<file path="config.mk">
export PLATFORM = sky130hd
export DESIGN_NAME = fgtb_bank
export DESIGN_NICKNAME = d
export VERILOG_FILES = /design/src/fgtb_pkg.sv /design/src/fgtb_if.sv /design/src/fgtb_store.sv /design/src/fgtb_bank.sv
export SDC_FILE = /design/constraint.sdc
export NUM_CORES = 1
export LEC_CHECK = 0
export BUFFER_PORTS_ARGS = -buffer_cell sky130_fd_sc_hd__clkbuf_2
export CAP_MARGIN = 25
export CORE_MARGIN = 8
export CORE_UTILIZATION = 30
export CTS_CLUSTER_DIAMETER = 100
export DETAILED_ROUTE_END_ITERATION = 16
export GPL_TIMING_DRIVEN = 0
export SKIP_CTS_REPAIR_TIMING = 1
export SYNTH_ARGS = -nofsm -noshare
export SYNTH_HDL_FRONTEND = slang
export SYNTH_SLANG_ARGS = --single-unit
</file>
<file path="constraint.sdc">
create_clock -name clock -period 1.93 [get_ports clock]
set_input_delay 0.193 -clock clock [delete_from_list [all_inputs] [get_ports clock]]
set_output_delay 0.193 -clock clock [all_outputs]
set_load 0.02 [all_outputs]
</file>
<file path="src/fgtb_pkg.sv">
// Package: register map, field layout and defaults of the fine gain trim bank
package fgtb_pkg;
    localparam int          ADDR_W        = 12;
    localparam int          DATA_W        = 32;
    localparam int          NUM_REGS      = 8;
    localparam int          REG_W         = 8;
    localparam int          CODE_W        = 5;
    localparam int          CODE_LSB      = 0;
    localparam int          CODE_MSB      = 4;
    localparam int          RSVD_LSB      = 5;
    localparam int          RSVD_MSB      = 7;
    // Printed offsets are register indices; byte address is four times the index
    localparam logic [11:0] BASE_INDEX    = 12'h360;
    localparam logic [11:0] IDX_CORE0     = 12'h360;
    localparam logic [11:0] IDX_CORE1     = 12'h361;
    localparam logic [11:0] IDX_CORE2_A   = 12'h362;
    localparam logic [11:0] IDX_CORE2_B   = 12'h363;
    localparam logic [11:0] IDX_CORE3_C   = 12'h364;
    localparam logic [11:0] IDX_CORE3_D   = 12'h365;
    localparam logic [11:0] IDX_CORE4     = 12'h366;
    localparam logic [11:0] IDX_CORE5     = 12'h367;
    localparam logic [2:0]  SLOT_CORE0    = 3'h0;
    localparam logic [2:0]  SLOT_CORE1    = 3'h1;
    localparam logic [2:0]  SLOT_CORE2_A  = 3'h2;
    localparam logic [2:0]  SLOT_CORE2_B  = 3'h3;
    localparam logic [2:0]  SLOT_CORE3_C  = 3'h4;
    localparam logic [2:0]  SLOT_CORE3_D  = 3'h5;
    localparam logic [2:0]  SLOT_CORE4    = 3'h6;
    localparam logic [2:0]  SLOT_CORE5    = 3'h7;
    localparam logic [7:0]  REG_RESET     = 8'h00;
    localparam logic [31:0] UNMAPPED_READ = 32'h00000000;
endpackage

</file>
<file path="src/fgtb_if.sv">
// Interface: trim register storage port between bank and slave
`timescale 1ns/1ps
interface fgtb_if;
    logic [2:0] wr_slot;
    logic       wr_en;
    logic [7:0] wr_data;
    logic [2:0] rd_slot;
    logic [7:0] rd_data;
    logic [63:0] all_regs;
    logic       loaded;
    modport bank  (input wr_slot, wr_en, wr_data, rd_slot, output rd_data, all_regs, loaded);
    modport slave (output wr_slot, wr_en, wr_data, rd_slot, input rd_data, all_regs, loaded);
endinterface

</file>
<file path="src/fgtb_store.sv">
// Trim register storage with fuse-loaded defaults
`timescale 1ns/1ps
module fgtb_store (
    input  wire logic        clock,
    input  wire logic        rstn,
    input  wire logic [63:0] fuse_values,
    input  wire logic        fuse_valid,
    fgtb_if.bank             st
);
    logic [7:0] regs [8];
    logic       loaded;

    assign st.rd_data  = regs[st.rd_slot];
    assign st.loaded   = loaded;

    genvar g;
    generate
        for (g = 0; g < 8; g++) begin : g_reg
            assign st.all_regs[g*8 +: 8] = regs[g];
            always_ff @(posedge clock) begin
                if (!rstn) begin
                    regs[g] <= fgtb_pkg::REG_RESET;
                end else if (!loaded && fuse_valid) begin
                    // Fuse copy taken once after reset release, not at reset
                    regs[g] <= fuse_values[g*8 +: 8];
                end else if (st.wr_en && st.wr_slot == 3'(g)) begin
                    regs[g] <= st.wr_data;
                end
            end
        end
    endgenerate

    always_ff @(posedge clock) begin
        if (!rstn) begin
            loaded <= 1'b0;
        end else if (fuse_valid) begin
            loaded <= 1'b1;
        end
    end
endmodule // fgtb_store

</file>
<file path="src/fgtb_bank.sv">
// Top: fine gain trim bank with Avalon-MM slave and per-core code outputs
//
// The Avalon-MM slave port was decided locally.
`timescale 1ns/1ps
module fgtb_bank (
    input  wire logic        clock,
    input  wire logic        rstn,
    input  wire logic [13:0] avs_address,
    input  wire logic        avs_read,
    input  wire logic        avs_write,
    input  wire logic [31:0] avs_writedata,
    input  wire logic [3:0]  avs_byteenable,
    output logic      [31:0] avs_readdata,
    output logic             avs_waitrequest,
    input  wire logic [63:0] fuse_values,
    input  wire logic        fuse_valid,
    input  wire logic        core2_on_pair_b,
    input  wire logic        core3_on_pair_d,
    output logic      [4:0]  converter_core_0_gain,
    output logic      [4:0]  converter_core_1_gain,
    output logic      [4:0]  converter_core_2_gain,
    output logic      [4:0]  converter_core_3_gain,
    output logic      [4:0]  converter_core_4_gain,
    output logic      [4:0]  converter_core_5_gain
);
    ////////////////////////////////////////////////////////////////////////////
    fgtb_if st ();

    fgtb_store u_store (
        .clock       (clock),
        .rstn        (rstn),
        .fuse_values (fuse_values),
        .fuse_valid  (fuse_valid),
        .st          (st)
    );

    ////////////////////////////////////////////////////////////////////////////
    // Address decode: word index in address bits 13:2
    wire  [11:0] word_index = avs_address[13:2];
    wire         hit        = (word_index >= fgtb_pkg::BASE_INDEX) &&
                              (word_index <= fgtb_pkg::IDX_CORE5);
    wire  [11:0] rel_index  = word_index - fgtb_pkg::BASE_INDEX;
    wire  [2:0]  slot       = rel_index[2:0];

    // One wait cycle per access; answer on second cycle. Bus stalls until fuses land
    logic ack;
    wire  req  = avs_read || avs_write;
    wire  take = req && ack;

    always_ff @(posedge clock) begin
        if (!rstn) begin
            ack <= 1'b0;
        end else begin
            ack <= req && !ack && st.loaded;
        end
    end

    assign avs_waitrequest = req && !ack;

    // Only lane 0 carries data; reserved bits stored as written
    assign st.wr_slot = slot;
    assign st.wr_en   = take && avs_write && hit && avs_byteenable[0];
    assign st.wr_data = avs_writedata[7:0];
    assign st.rd_slot = slot;

    always_ff @(posedge clock) begin
        if (!rstn) begin
            avs_readdata <= fgtb_pkg::UNMAPPED_READ;
        end else if (req && !ack) begin
            avs_readdata <= hit ? {24'h000000, st.rd_data} : fgtb_pkg::UNMAPPED_READ;
        end
    end

    ////////////////////////////////////////////////////////////////////////////
    function automatic logic [4:0] code_of(input logic [63:0] r, input logic [2:0] s);
        logic [7:0] b;
        b = r[s*8 +: 8];
        return b[fgtb_pkg::CODE_MSB:fgtb_pkg::CODE_LSB];
    endfunction

    wire [63:0] r = st.all_regs;

    // Reserved bits 7:5 never reach the gain path, whatever software wrote
    always_ff @(posedge clock) begin
        if (!rstn) begin
            converter_core_0_gain <= 5'h00;
            converter_core_1_gain <= 5'h00;
            converter_core_2_gain <= 5'h00;
            converter_core_3_gain <= 5'h00;
            converter_core_4_gain <= 5'h00;
            converter_core_5_gain <= 5'h00;
        end else begin
            converter_core_0_gain <= code_of(r, fgtb_pkg::SLOT_CORE0);
            converter_core_1_gain <= code_of(r, fgtb_pkg::SLOT_CORE1);
            converter_core_2_gain <= core2_on_pair_b ?
                                     code_of(r, fgtb_pkg::SLOT_CORE2_B) :
                                     code_of(r, fgtb_pkg::SLOT_CORE2_A);
            converter_core_3_gain <= core3_on_pair_d ?
                                     code_of(r, fgtb_pkg::SLOT_CORE3_D) :
                                     code_of(r, fgtb_pkg::SLOT_CORE3_C);
            converter_core_4_gain <= code_of(r, fgtb_pkg::SLOT_CORE4);
            converter_core_5_gain <= code_of(r, fgtb_pkg::SLOT_CORE5);
        end
    end

    ////////////////////////////////////////////////////////////////////////////
    a_core0_code: assert property (@(posedge clock) disable iff (!rstn)
        1'b1 |=> converter_core_0_gain == $past(r[4:0]))
        else $error("core0 gain wrong");
    a_core1_code: assert property (@(posedge clock) disable iff (!rstn)
        1'b1 |=> converter_core_1_gain == $past(r[12:8]))
        else $error("core1 gain wrong");
    a_core2_pair_a: assert property (@(posedge clock) disable iff (!rstn)
        !core2_on_pair_b |=> converter_core_2_gain == $past(r[20:16]))
        else $error("core2 pair a gain wrong");
    a_core2_pair_b: assert property (@(posedge clock) disable iff (!rstn)
        core2_on_pair_b |=> converter_core_2_gain == $past(r[28:24]))
        else $error("core2 pair b gain wrong");
    a_core3_pair_c: assert property (@(posedge clock) disable iff (!rstn)
        !core3_on_pair_d |=> converter_core_3_gain == $past(r[36:32]))
        else $error("core3 pair c gain wrong");
    a_core3_pair_d: assert property (@(posedge clock) disable iff (!rstn)
        core3_on_pair_d |=> converter_core_3_gain == $past(r[44:40]))
        else $error("core3 pair d gain wrong");
    a_core4_code: assert property (@(posedge clock) disable iff (!rstn)
        1'b1 |=> converter_core_4_gain == $past(r[52:48]))
        else $error("core4 gain wrong");
    a_core5_code: assert property (@(posedge clock) disable iff (!rstn)
        1'b1 |=> converter_core_5_gain == $past(r[60:56]))
        else $error("core5 gain wrong");
    a_fuse_load: assert property (@(posedge clock) disable iff (!rstn)
        (fuse_valid && !st.loaded) |=> r == $past(fuse_values))
        else $error("fuse defaults not loaded");
    a_write_read: assert property (@(posedge clock) disable iff (!rstn)
        st.wr_en |=> st.all_regs[$past(slot)*8 +: 8] == $past(avs_writedata[7:0]))
        else $error("write not stored");
    a_map_range: assert property (@(posedge clock) disable iff (!rstn)
        (avs_read && !ack && !hit) |=> avs_readdata == 32'h00000000)
        else $error("unmapped read not zero");
endmodule // fgtb_bank

</file>
[Word-level counts from Yosys, hierarchy flattened]
Memory sizes are Yosys's and may differ from the RTL's. A register that Yosys moved wholly into a read port is not among the register bits.
Cells that the tools add are included.
Storage, ports and cells
  bits in writable memories: 64
  input bits: 121
  logic and storage cells: 111
  register bits after elaboration: 44
  output and inout bits: 63
  memories kept: 1
Cells by class
  order comparisons: 2
  equal/unequal tests: 7
  reduce and logical (&&, ||, !) cells: 24
  bitwise gates (word level): 16
  mux-type cells: 55
  add/subtract/negate cells: 1
Memories
  u_store.regs: words 8, bits a word 8, read ports 9, clocked after Yosys merged registers in 4, write ports 8, line fgtb_store.sv:10  | logic [7:0] regs [8];
Operators by type and width (number)
  $mux 8: 17
  $mux 1: 36
  $logic_and 1x1->1: 16
  $or 1x1->1: 16
  $eq 3x3->1 const B: 4
  $ge 12x10->1 const B: 1
  $le 12x10->1 const B: 1
  $mux 5: 2
  $eq 3x2->1 const B: 2
  $logic_not 1->1: 6
  $eq 3x1->1 const B: 1
  $logic_not 3->1: 1
  $sub 3x1->3 const B: 1
  $logic_or 1x1->1: 1

[Logic depth before layout (Yosys ltp)]
Gate-level depths: netlist of run 1.
  depth after elaboration: 11
  mapped depth: 6
  mapped depth without buffers: 4

[Hierarchy]
Synthesis of run 1 repeated with hierarchy kept, for this count alone.
Unflattened totals
  cells, all modules: 459
  area, all modules: 5621.6 µm²
By module, submodules not included
  fgtb_store: area an instance 4121.5 µm², instances 1, cells an instance 314
  fgtb_bank: area an instance 1500.2 µm², instances 1, cells an instance 145

[Worst setup path after synthesis of run 1]
Ideal clock, no wire load.
  kind: reg2reg
  start: register ack
  end: memory u_store.regs[0][0], enable pin
  setup slack: 78 ps
  library setup time: 334 ps
  arrival time: 1517 ps
  clock period less this slack: 1852 ps
  cell stages (with the launch flop): 5
  cell sequence: dfxtp_1 > and3_1 > nand3_4 > nor4_4 > nand2b_1
RTL lines
  from (decl): line fgtb_bank.sv:46  | logic ack;
  from (signal assigned): line fgtb_bank.sv:54  | ack <= req && !ack && st.loaded;
  to (decl): line fgtb_store.sv:10

==> summary.txt, run 1 <==
CTS
  – Clock Path Buffers: 2
  – CTS tree: built
  – Root Driver: clkbuf_16
  – Total CTS buffers: 9
  – H-tree depth: 3
  – Clock transition at path regs: about 70 ps
  – Clock Sinks: approximately 100
  – Worst skew pair latency: 350 ps

Logic synthesis
  – Main synth FF type: edfxtp_1
  – Post-Syn Area: approximately 4700 um2
  – Register area share after synthesis: between 50% and 60%
  – Ys async rst share: 0%
  – Cells after synthesis: between 300 and 400
  – Yosys reg bits: 104
  – Count of different cell masters after synthesis: 25
  – Mean Syn Cell Area: 13.75 um2
  – Yosys warnings: 0
  – Leading area contributor after synthesis: edfxtp_1
  – Top-count cell post-synth: a22o_1
  – Top cells by count, synth: a22o_1, edfxtp_1, dfxtp_1
  – Share of the synthesized area in the top cell type: 40.63%
  – Number of flops mapped to enable cells by yosys: between 60 and 70
  – Synth area leaders: edfxtp_1, dfxtp_1, a22o_1

Floorplan
  – Initial Util: 30.21%
  – Row Count: 46
  – Core area: approximately 16000 um2
  – Die ar.: roughly 20000 um2
  – Die Height: approximately 140 um
  – I/O pin total: 184
  – Die X: between 100 and 150 um

Route
  – Via count: ~3300
  – Wirelength, routed: ~14000 um
  – Final ANT Viol Nets: 0
  – Drt pass-1 iters: 4
  – Via-to-Cell Ratio: 4.546
  – Starting DRT DRC Count: between 200 and 250
  – DRC viols: 0
  – Wirelength per Cell: between 15 and 20 um

Cells and area
  – Register Area: between 2000 and 3000 um2
  – Ant. Diodes: 0
  – Multi-input combinational cell area: around 1800 um2
  – # nets final: roughly 630
  – Fraction of layout instances using a drive strength above 1: 41.72%
  – Fill count: between 1500 and 2000
  – Area delta synth->final: 28.97%

Placement
  – Hpwl dp: between 10000 and 15000 um
  – Buffers added on ports: 119
  – Placer Congestion: ~0.83
  – Pre-CTS setup slack: -492.5 ps

Worst hold path
  – Cell depth of the worst min-delay path: 3
  – Hold Crit Class: primary input to flop

Global routing
  – GRT overflow: 0
  – Pin count of the biggest net entering global routing: 19
  – Total GRT Usage: 13.83%
  – First-pass GRT wire length: ~20000 um
  – Initial antenna violation count: 1
  – Vias in the first global route: 3615

Worst setup path
  – Worst reg2reg path depth: 4
  – Worst Setup Start Kind: flop
  – CP Capture Type: flop
  – CP max FO: 8
  – CP Data Required Time: 1980 ps
  – Crit-path leading delay family: simple AND/OR/NAND/NOR gates
  – Worst Path Arrival: around 1900 ps
  – Crit path cell chain: and3_1 -> nand3_4 -> nor4_4 -> nand2b_4
  – Stages on the worst setup path: 4
  – Max incr delay on CP: approximately 400 ps
  – WP buf/inv: 0
  – Worst path slowest cell: nor4_4
  – Critical path class: flop to flop

Pwr
  – Power Dens Cells: approximately 830 nW/um2
  – VDD IR max: about 0.35 mV
  – Leak: 2.653 nW

STA
  – Final Hold Violating Endpoints: 0
  – Fin. max-slew vios: 0
  – PnR worst setup slack: about 73 ps
  – Max Clk Rate: about 540 MHz
  – WHS: ~84 ps
  – Setup Viol. Count Final: 0
  – Min cycle time layout: around 1900 ps
  – Slew @ Worst Pin: 585.2 ps
  – Post-Route Skew: slightly below 8 ps
  – Period utilisation layout: 96.23%
  – Worst rel slew slack: just over 60%

Job
  – Max-Cap Viols: 0

Run status
  – Run status: complete, no violations
per-stage QoR:
step	std cells	power (mW)	utilization [%]	TNS (ps)	area, um2
finish	729	5.057	38.96	0	6100
global route	729	5.231	38.96	-93.51	6100
CTS	718	5.072	38.24	-25070	5987
detailed placement	702	3.252	36.29	-24470	5682
global placement	702	3.238	36.29	-21560	5682
floorplan	367	2.995	-	0	4816
metal layers:
layer	global-route usage (%)	wire length [um]	vias to the layer above
li1	-	-	1591
met1	15.34	5570	1558
met2	23.57	6941	139
met3	4.133	1157	24
met4	7.236	365	2
met5	0	13	-
cell families after synthesis:
logic type | share of synthesized area (%)
flip-flops | 57.57
AND/OR/NAND/NOR | 12.96
AO/OA/AOI/OAI | 13.33
buffers and inverters | 6.322
multiplexers | 9.736
other | 0.07929
cell usage in the layout, fill, tap and decap left out, drive strengths merged:
cell / instances
clkinv: 3
and4bb: 1
edfxtp: 64
conb: 24
bufinv: 1
and2: 21
a22o: 72
dfxtp: 40
mux4: 16
nor2: 16
clkinvlp: 2
or2: 1
and3: 2
clkbuf: 139
mux2i: 10
nand4b: 1
inv: 3
nor3b: 1
nand3: 1
nor4: 9
nand2b: 11
buf: 50
nand2: 25
cell type report:
class                      instances  area share (%)
multi-input combinational        211           29.91
sequential                       104           44.64
inverter                           2          0.1231
clock inverter                     7           1.313
clock buffer                       9           3.692
tap                              216           4.431
timing repair buffer             130           11.12
buffer                            50           4.779
worst reg2reg max path, stage by stage (launching register included):
cell      delay (ps)
dfxtp_1          390
and3_1           250
nand3_4          240
nor4_4           400
nand2b_4         270
registers in the layout (all words and copies together) (netlist names):
register / count
avs_readdata: 8
u_store.regs: 64
converter_core_0_gain: 5
converter_core_3_gain: 5
converter_core_4_gain: 5
u_store.st.loaded: 1
ack: 1
converter_core_1_gain: 5
converter_core_2_gain: 5
converter_core_5_gain: 5
power by group:
| group | switching (mW) | internal, mW | leakage, nW | total [mW] |
|---|---|---|---|---|
| combinational | 0.371 | 0.268 | 1.49 | 0.640 |
| clock | 0.838 | 1.02 | 0.142 | 1.85 |
| sequential | 0.0561 | 2.51 | 1.02 | 2.56 |
| total | 1.27 | 3.79 | 2.65 | 5.06 |
final timing paths:
path                                      from                              to  slack (ps)
setup / recovery                ack$_SDFF_PN0_    u_store.regs[2][4]$_DFFE_PP_          70
hold / removal                      fuse_valid  u_store.st.loaded$_SDFFE_PN0P_          80
setup reg to reg                ack$_SDFF_PN0_    u_store.regs[2][4]$_DFFE_PP_          70
hold reg to reg   avs_readdata[5]$_SDFFE_PN0P_    avs_readdata[5]$_SDFFE_PN0P_         480
(Power assumes the default switching activity.)
==> inputs of run 2 (changes only) <==
--- a/config.mk
+++ b/config.mk
@@ -5,13 +5,16 @@
 export SDC_FILE = /design/constraint.sdc
 export NUM_CORES = 1
 export LEC_CHECK = 0
-export BUFFER_PORTS_ARGS = -buffer_cell sky130_fd_sc_hd__clkbuf_2
+export BUFFER_PORTS_ARGS = -buffer_cell sky130_fd_sc_hd__buf_2
 export CAP_MARGIN = 25
+export CELL_PAD_IN_SITES_DETAIL_PLACEMENT = 0
+export CELL_PAD_IN_SITES_GLOBAL_PLACEMENT = 1
 export CORE_MARGIN = 8
 export CORE_UTILIZATION = 30
 export CTS_CLUSTER_DIAMETER = 100
 export DETAILED_ROUTE_END_ITERATION = 16
 export GPL_TIMING_DRIVEN = 0
+export PLACE_DENSITY = 0.75
 export SKIP_CTS_REPAIR_TIMING = 1
 export SYNTH_ARGS = -nofsm -noshare
 export SYNTH_HDL_FRONTEND = slang
==> summary.txt, run 2 (synthesis gave the netlist of run 1 again) <==
Run status
  – Run status: complete, no violations

Pwr
  – Sw Pwr: 1.207 mW (-4.6%)
  – Int Pwr: 3.815 mW (+0.63%)
  – Leak: 2.692 nW (+1.5%)
  – Power Dens Cells: 817.5 nW/um2 (-1.4%)
  – VDD IR max: 0.4503 mV (+27%)
  – Seq pwr share: 51.1% (+0.4 points)
  – Clock group share of total power: 36.1% (-0.6 points)
  – Net Sw Frac: 24.04% (-0.99 points)
  – Comb power frac: 12.8% (+0.2 points)
  – Pwr Total: 5.022 mW (-0.68%)

Global routing
  – Pin count of the biggest net entering global routing: 17 (-2)
  – Total GRT Usage: 13.97% (+0.14 points)
  – GRT overflow: 0 (unchanged)
  – Vias in the first global route: 3660 (+1.2%)
  – First-pass GRT wire length: 20910 um (+2.4%)
  – Initial antenna violation count: 1 (unchanged)

CTS
  – Total CTS buffers: 9 (unchanged)
  – Clock Sinks: 104 (unchanged)
  – Worst skew pair latency: 340 ps (about the same)
  – CTS tree: built
  – H-tree depth: 3 (unchanged)
  – Root Driver: clkbuf_16
  – Clock transition at path regs: 70 ps (about the same)
  – Clock Path Buffers: 2 (unchanged)

STA
  – Worst rel slew slack: 60.70% (-0.29 points)
  – Post-Route Skew: 8.772 ps (+0.8928 ps)
  – Setup TNS: 0 ps (unchanged)
  – Slew @ Worst Pin: 589.5 ps (+4.385 ps)
  – Fin. max-slew vios: 0 (unchanged)
  – Setup Viol. Count Final: 0 (unchanged)
  – Period utilisation layout: 95.39% (-0.84 points)
  – Final Hold Violating Endpoints: 0 (unchanged)
  – PnR worst setup slack: 88.95 ps (+16.13 ps)
  – WHS: 75.90 ps (-8.244 ps)
  – Max Clk Rate: 543.2 MHz (+0.88%)
  – Min cycle time layout: 1841 ps (-16.13 ps)

Route
  – Wirelength, routed: 14090 um (+0.28%)
  – Wirelength per Cell: 19.17 um (-0.53%)
  – Starting DRT DRC Count: 190 (-12%)
  – Final ANT Viol Nets: 0 (unchanged)
  – Via count: 3340 (+0.78%)
  – Drt pass-1 iters: 4 (unchanged)
  – Via-to-Cell Ratio: 4.544 (about the same)
  – DRC viols: 0 (unchanged)

Worst setup path
  – Critical path class: flop to flop
  – FF-to-FF End: u_store.regs[2][0]$_DFFE_PP_
  – Critical R2R Launch: u_store.st.loaded$_SDFFE_PN0P_
  – Worst path slowest cell: dfxtp_1
  – Worst reg2reg path depth: 5 (+1)
  – Worst Path Arrival: 1890 ps (-20 ps)
  – Worst Setup Start Kind: flop
  – Max incr delay on CP: 340 ps (-60 ps)
  – CP Launch Point: u_store.st.loaded$_SDFFE_PN0P_
  – Crit path cell chain: nand2b_1 -> nand3_4 -> buf_4 -> nor4_4 -> nand2b_4
  – CP Capture Type: flop
  – CP max FO: 8 (unchanged)
  – CP Data Required Time: 1980 ps (about the same)
  – Reg2reg setup slack: 90 ps (+20 ps)

Placement
  – Placer Congestion: 0.8245 (-0.21%)
  – Hpwl dp: 11320 um (+0.73%)
  – Buffers added on ports: 119 (unchanged)
  – Pre-CTS setup slack: -423.2 ps (+69.32 ps)

Job
  – Max-Cap Viols: 0 (unchanged)

Cells and area
  – Post-layout util: 39.24% (+0.28 points)
  – Biggest register: u_store.regs
  – Commonest non-fill, non-tap cell in the layout: buf_2
  – # nets final: 635 (+0.95%)
  – Area delta synth->final: 29.89%
  – Max FFs per register: 64 (unchanged)
  – Fraction of layout instances using a drive strength above 1: 42.39% (+0.67 points)
  – Largest registers: u_store.regs: 64 flops, avs_readdata: 8 flops
  – Ant. Diodes: 0 (unchanged)
  – Most frequent cells in the layout: buf_2, a22o_1, edfxtp_1

Worst hold path
  – Worst Hold End: u_store.st.loaded$_SDFFE_PN0P_
  – Cell depth of the worst min-delay path: 3 (unchanged)
  – Hold Crit Start: fuse_valid
  – Hold Crit Class: primary input to flop

Floorplan
  – I/O pin total: 184 (unchanged)
  – Initial Util: 30.21% (unchanged)
  – Core area: 15660 um2 (unchanged)
  – Die X: 141.6 um (unchanged)
  – Die Height: 141.6 um (unchanged)
  – Die ar.: 20040 um2 (unchanged)
  – Row Count: 46 (unchanged)
-- run 2: cell types whose count changed in the layout (fill, tap and decap cells not counted), moves of 2 or more --
cell       change
buf_2        +119
clkbuf_2     -118
buf_4          +6
clkbuf_16      +2
clkinv_4       -2
-- run 2: per-stage QoR --
stage	cell area (um2)	instances
4_1_cts	5987	718
3_5_place_dp	5682	702
2_1_floorplan	4816	367
3_3_place_gp	5682	702
5_1_grt	6143	735
6_report	6143	735
-- run 2: layer usage --
metal | share of wire (%) | vias to the layer above | wire length [um] | global-route usage (%)
met5 | 0.092 | - | 13 | 0
met4 | 2.3 | 2 | 327 | 5.879
met3 | 8.0 | 18 | 1126 | 4.368
met2 | 50 | 120 | 6981 | 24.30
met1 | 40 | 1598 | 5639 | 15.49
li1 | - | 1602 | - | -
-- run 2: how the worst max path moves through the flow --
stage	endpoint	slack [ps]	cells after the start
2_1_floorplan	u_store.regs[0][0]$_DFFE_PP_	80	4
3_3_place_gp	u_store.regs[3][3]$_DFFE_PP_	-360	6
3_5_place_dp	u_store.regs[2][1]$_DFFE_PP_	-420	6
4_1_cts	u_store.regs[2][0]$_DFFE_PP_	-440	4
5_1_grt	u_store.regs[2][0]$_DFFE_PP_	-10	5
6_report	u_store.regs[2][0]$_DFFE_PP_	90	5
-- run 2: final cells by class --
cell class	count	area [um2]
buffer	50	291.5
clock buffer	13	284.0
clock inverter	3	21.27
multi-input combinational	211	1822
inverter	2	7.507
tap	216	270.3
timing repair buffer	136	723.2
fill	1557	9512
sequential	104	2724
-- run 2: power by group through the flow --
stage	sequential (mW)	combinational (mW)	clock, mW
after floorplan	2.63	0.362	0
after global placement	2.61	0.630	0
after detailed placement	2.62	0.638	0
after CTS	2.57	0.639	1.84
after global routing	2.58	0.697	1.93
final	2.57	0.643	1.81
-- run 2: worst max-delay path: cells and delay by family (launching register included) --
family | cells | cell delay (ps)
and+or+nand+nor | 4 | 1000
buffers and inverters | 1 | 200
DFF | 1 | 340
==> inputs of run 3 (changes only) <==
--- a/config.mk
+++ b/config.mk
@@ -11,6 +11,7 @@
 export CELL_PAD_IN_SITES_GLOBAL_PLACEMENT = 1
 export CORE_MARGIN = 8
 export CORE_UTILIZATION = 30
+export CTS_BUF_LIST = sky130_fd_sc_hd__clkbuf_4 sky130_fd_sc_hd__clkbuf_8 sky130_fd_sc_hd__clkbuf_16
 export CTS_CLUSTER_DIAMETER = 100
 export DETAILED_ROUTE_END_ITERATION = 16
 export GPL_TIMING_DRIVEN = 0
==> summary.txt, run 3 (synthesis gave the netlist of run 1 again) <==
Run status
  – Run status: complete, no violations

Worst setup path
  – CP max FO: 8 (unchanged)
  – CP Capture Type: flop
  – Critical path class: flop to flop
  – Worst Path Arrival: 1890 ps (about the same)
  – CP Data Required Time: 1980 ps (about the same)
  – Worst Setup Start Kind: flop

CTS
  – Clock Sinks: 104 (unchanged)
  – Total CTS buffers: 9 (unchanged)
  – Root Driver: clkbuf_16
  – Clock Path Buffers: 2 (unchanged)
  – Clock transition at path regs: 70 ps (about the same)
  – H-tree depth: 3 (unchanged)
  – CTS tree: built
  – Worst skew pair latency: 340 ps (about the same)

Cells and area
  – Largest registers: u_store.regs: 64 flops, avs_readdata: 8 flops
  – Ant. Diodes: 0 (unchanged)
  – Commonest non-fill, non-tap cell in the layout: buf_2
  – Max FFs per register: 64 (unchanged)
  – # nets final: 635 (unchanged)
  – Area delta synth->final: 30.03%
  – Most frequent cells in the layout: buf_2, a22o_1, edfxtp_1
  – Fraction of layout instances using a drive strength above 1: 42.58% (+0.19 points)
  – Biggest register: u_store.regs
  – Non-Filler Instances: 735 (unchanged)

Global routing
  – GRT overflow: 0 (unchanged)
  – Pin count of the biggest net entering global routing: 17 (unchanged)
  – Total GRT Usage: 13.97% (unchanged)
  – Initial antenna violation count: 1 (unchanged)
  – First-pass GRT wire length: 20910 um (unchanged)
  – Vias in the first global route: 3660 (unchanged)

STA
  – Worst rel slew slack: 60.91% (+0.21 points)
  – Setup Viol. Count Final: 0 (unchanged)
  – Min cycle time layout: 1840 ps (-0.9690 ps)
  – Fin. max-slew vios: 0 (unchanged)
  – Slew @ Worst Pin: 586.3 ps (-3.213 ps)
  – Period utilisation layout: 95.34% (about the same)
  – Post-Route Skew: 8.770 ps (-0.001380 ps)
  – Final Hold Violating Endpoints: 0 (unchanged)
  – Max Clk Rate: 543.5 MHz (about the same)

Job
  – Max-Cap Viols: 0 (unchanged)

Floorplan
  – Row Count: 46 (unchanged)
  – Die ar.: 20040 um2 (unchanged)
  – I/O pin total: 184 (unchanged)
  – Initial Util: 30.21% (unchanged)
  – Die Height: 141.6 um (unchanged)
  – Die X: 141.6 um (unchanged)
  – Core area: 15660 um2 (unchanged)

Worst hold path
  – Hold Crit Class: primary input to flop

Placement
  – Buffers added on ports: 119 (unchanged)
  – Placer Congestion: 0.8245 (unchanged)
  – Placed insts: 702 (unchanged)
  – Hpwl dp: 11320 um (unchanged)

Pwr
  – Leak: 2.696 nW (+0.14%)
  – VDD IR max: 0.4503 mV (unchanged)
  – Power Dens Cells: 820.2 nW/um2 (+0.34%)
  – Pwr Total: 5.044 mW (+0.44%)

Route
  – Starting DRT DRC Count: 190 (unchanged)
  – Via-to-Cell Ratio: 4.543 (about the same)
  – Wirelength per Cell: 19.16 um (about the same)
  – Wirelength, routed: 14090 um (about the same)
  – DRC viols: 0 (unchanged)
  – Final ANT Viol Nets: 0 (unchanged)
  – Via count: 3339 (-0.030%)
  – Drt pass-1 iters: 4 (unchanged)
-- run 3: metrics by stage --
stage	hold slack [ps]	setup slack, ps	utilization, %	area (um2)	TNS (ps)
finish	75.89	89.92	39.28	6150	0
global placement	413.3	-362.5	36.29	5682	-21100
global route	83.64	-13.31	39.28	6150	-82.63
detailed placement	422.3	-423.2	36.29	5682	-22840
CTS	58.78	-440.3	38.28	5993	-24110
floorplan	308.8	78.30	-	4816	0
-- run 3: where the power goes --
part | leakage, nW | switching, mW | internal [mW]
Clock | 0.153 | 0.774 | 1.06
Combinational | 1.52 | 0.374 | 0.269
Sequential | 1.02 | 0.0588 | 2.51
Total | 2.70 | 1.21 | 3.84
-- run 3: worst max-delay path, stage by stage, from the launching register on --
cell      delay, ps
dfxtp_1         340
nand2b_1        210
nand3_4         170
buf_4           200
nor4_4          340
nand2b_4        270
-- run 3: cell type report --
| class | count | area [um2] |
|---|---|---|
| fillers | 1558 | 9505 |
| multi-input cells | 211 | 1822 |
| flip-flops and latches | 104 | 2724 |
| well taps | 216 | 270.3 |
| repair buffers | 136 | 723.2 |
| plain buffers | 50 | 291.5 |
| clock inverters | 3 | 21.27 |
| clock buffers | 13 | 290.3 |
| inverters | 2 | 7.507 |
-- run 3: path summary, 6_finish.rpt --
check                                               startpoint                             end  slack [ps]  cells after the start
worst max register to register  u_store.st.loaded$_SDFFE_PN0P_    u_store.regs[2][0]$_DFFE_PP_          90                      5
worst min-delay path                                fuse_valid  u_store.st.loaded$_SDFFE_PN0P_          80                      3
worst min register to register    avs_readdata[1]$_SDFFE_PN0P_    avs_readdata[1]$_SDFFE_PN0P_         480                      1
worst max-delay path            u_store.st.loaded$_SDFFE_PN0P_    u_store.regs[2][0]$_DFFE_PP_          90                      5
-- run 3: per-layer routing --
layer,vias up,track usage [%],part of all wire (%)
met1,1594,15.49,40
li1,1602,-,-
met3,18,4.368,8.2
met5,-,0,0.092
met2,123,24.30,50
met4,2,5.879,2.3
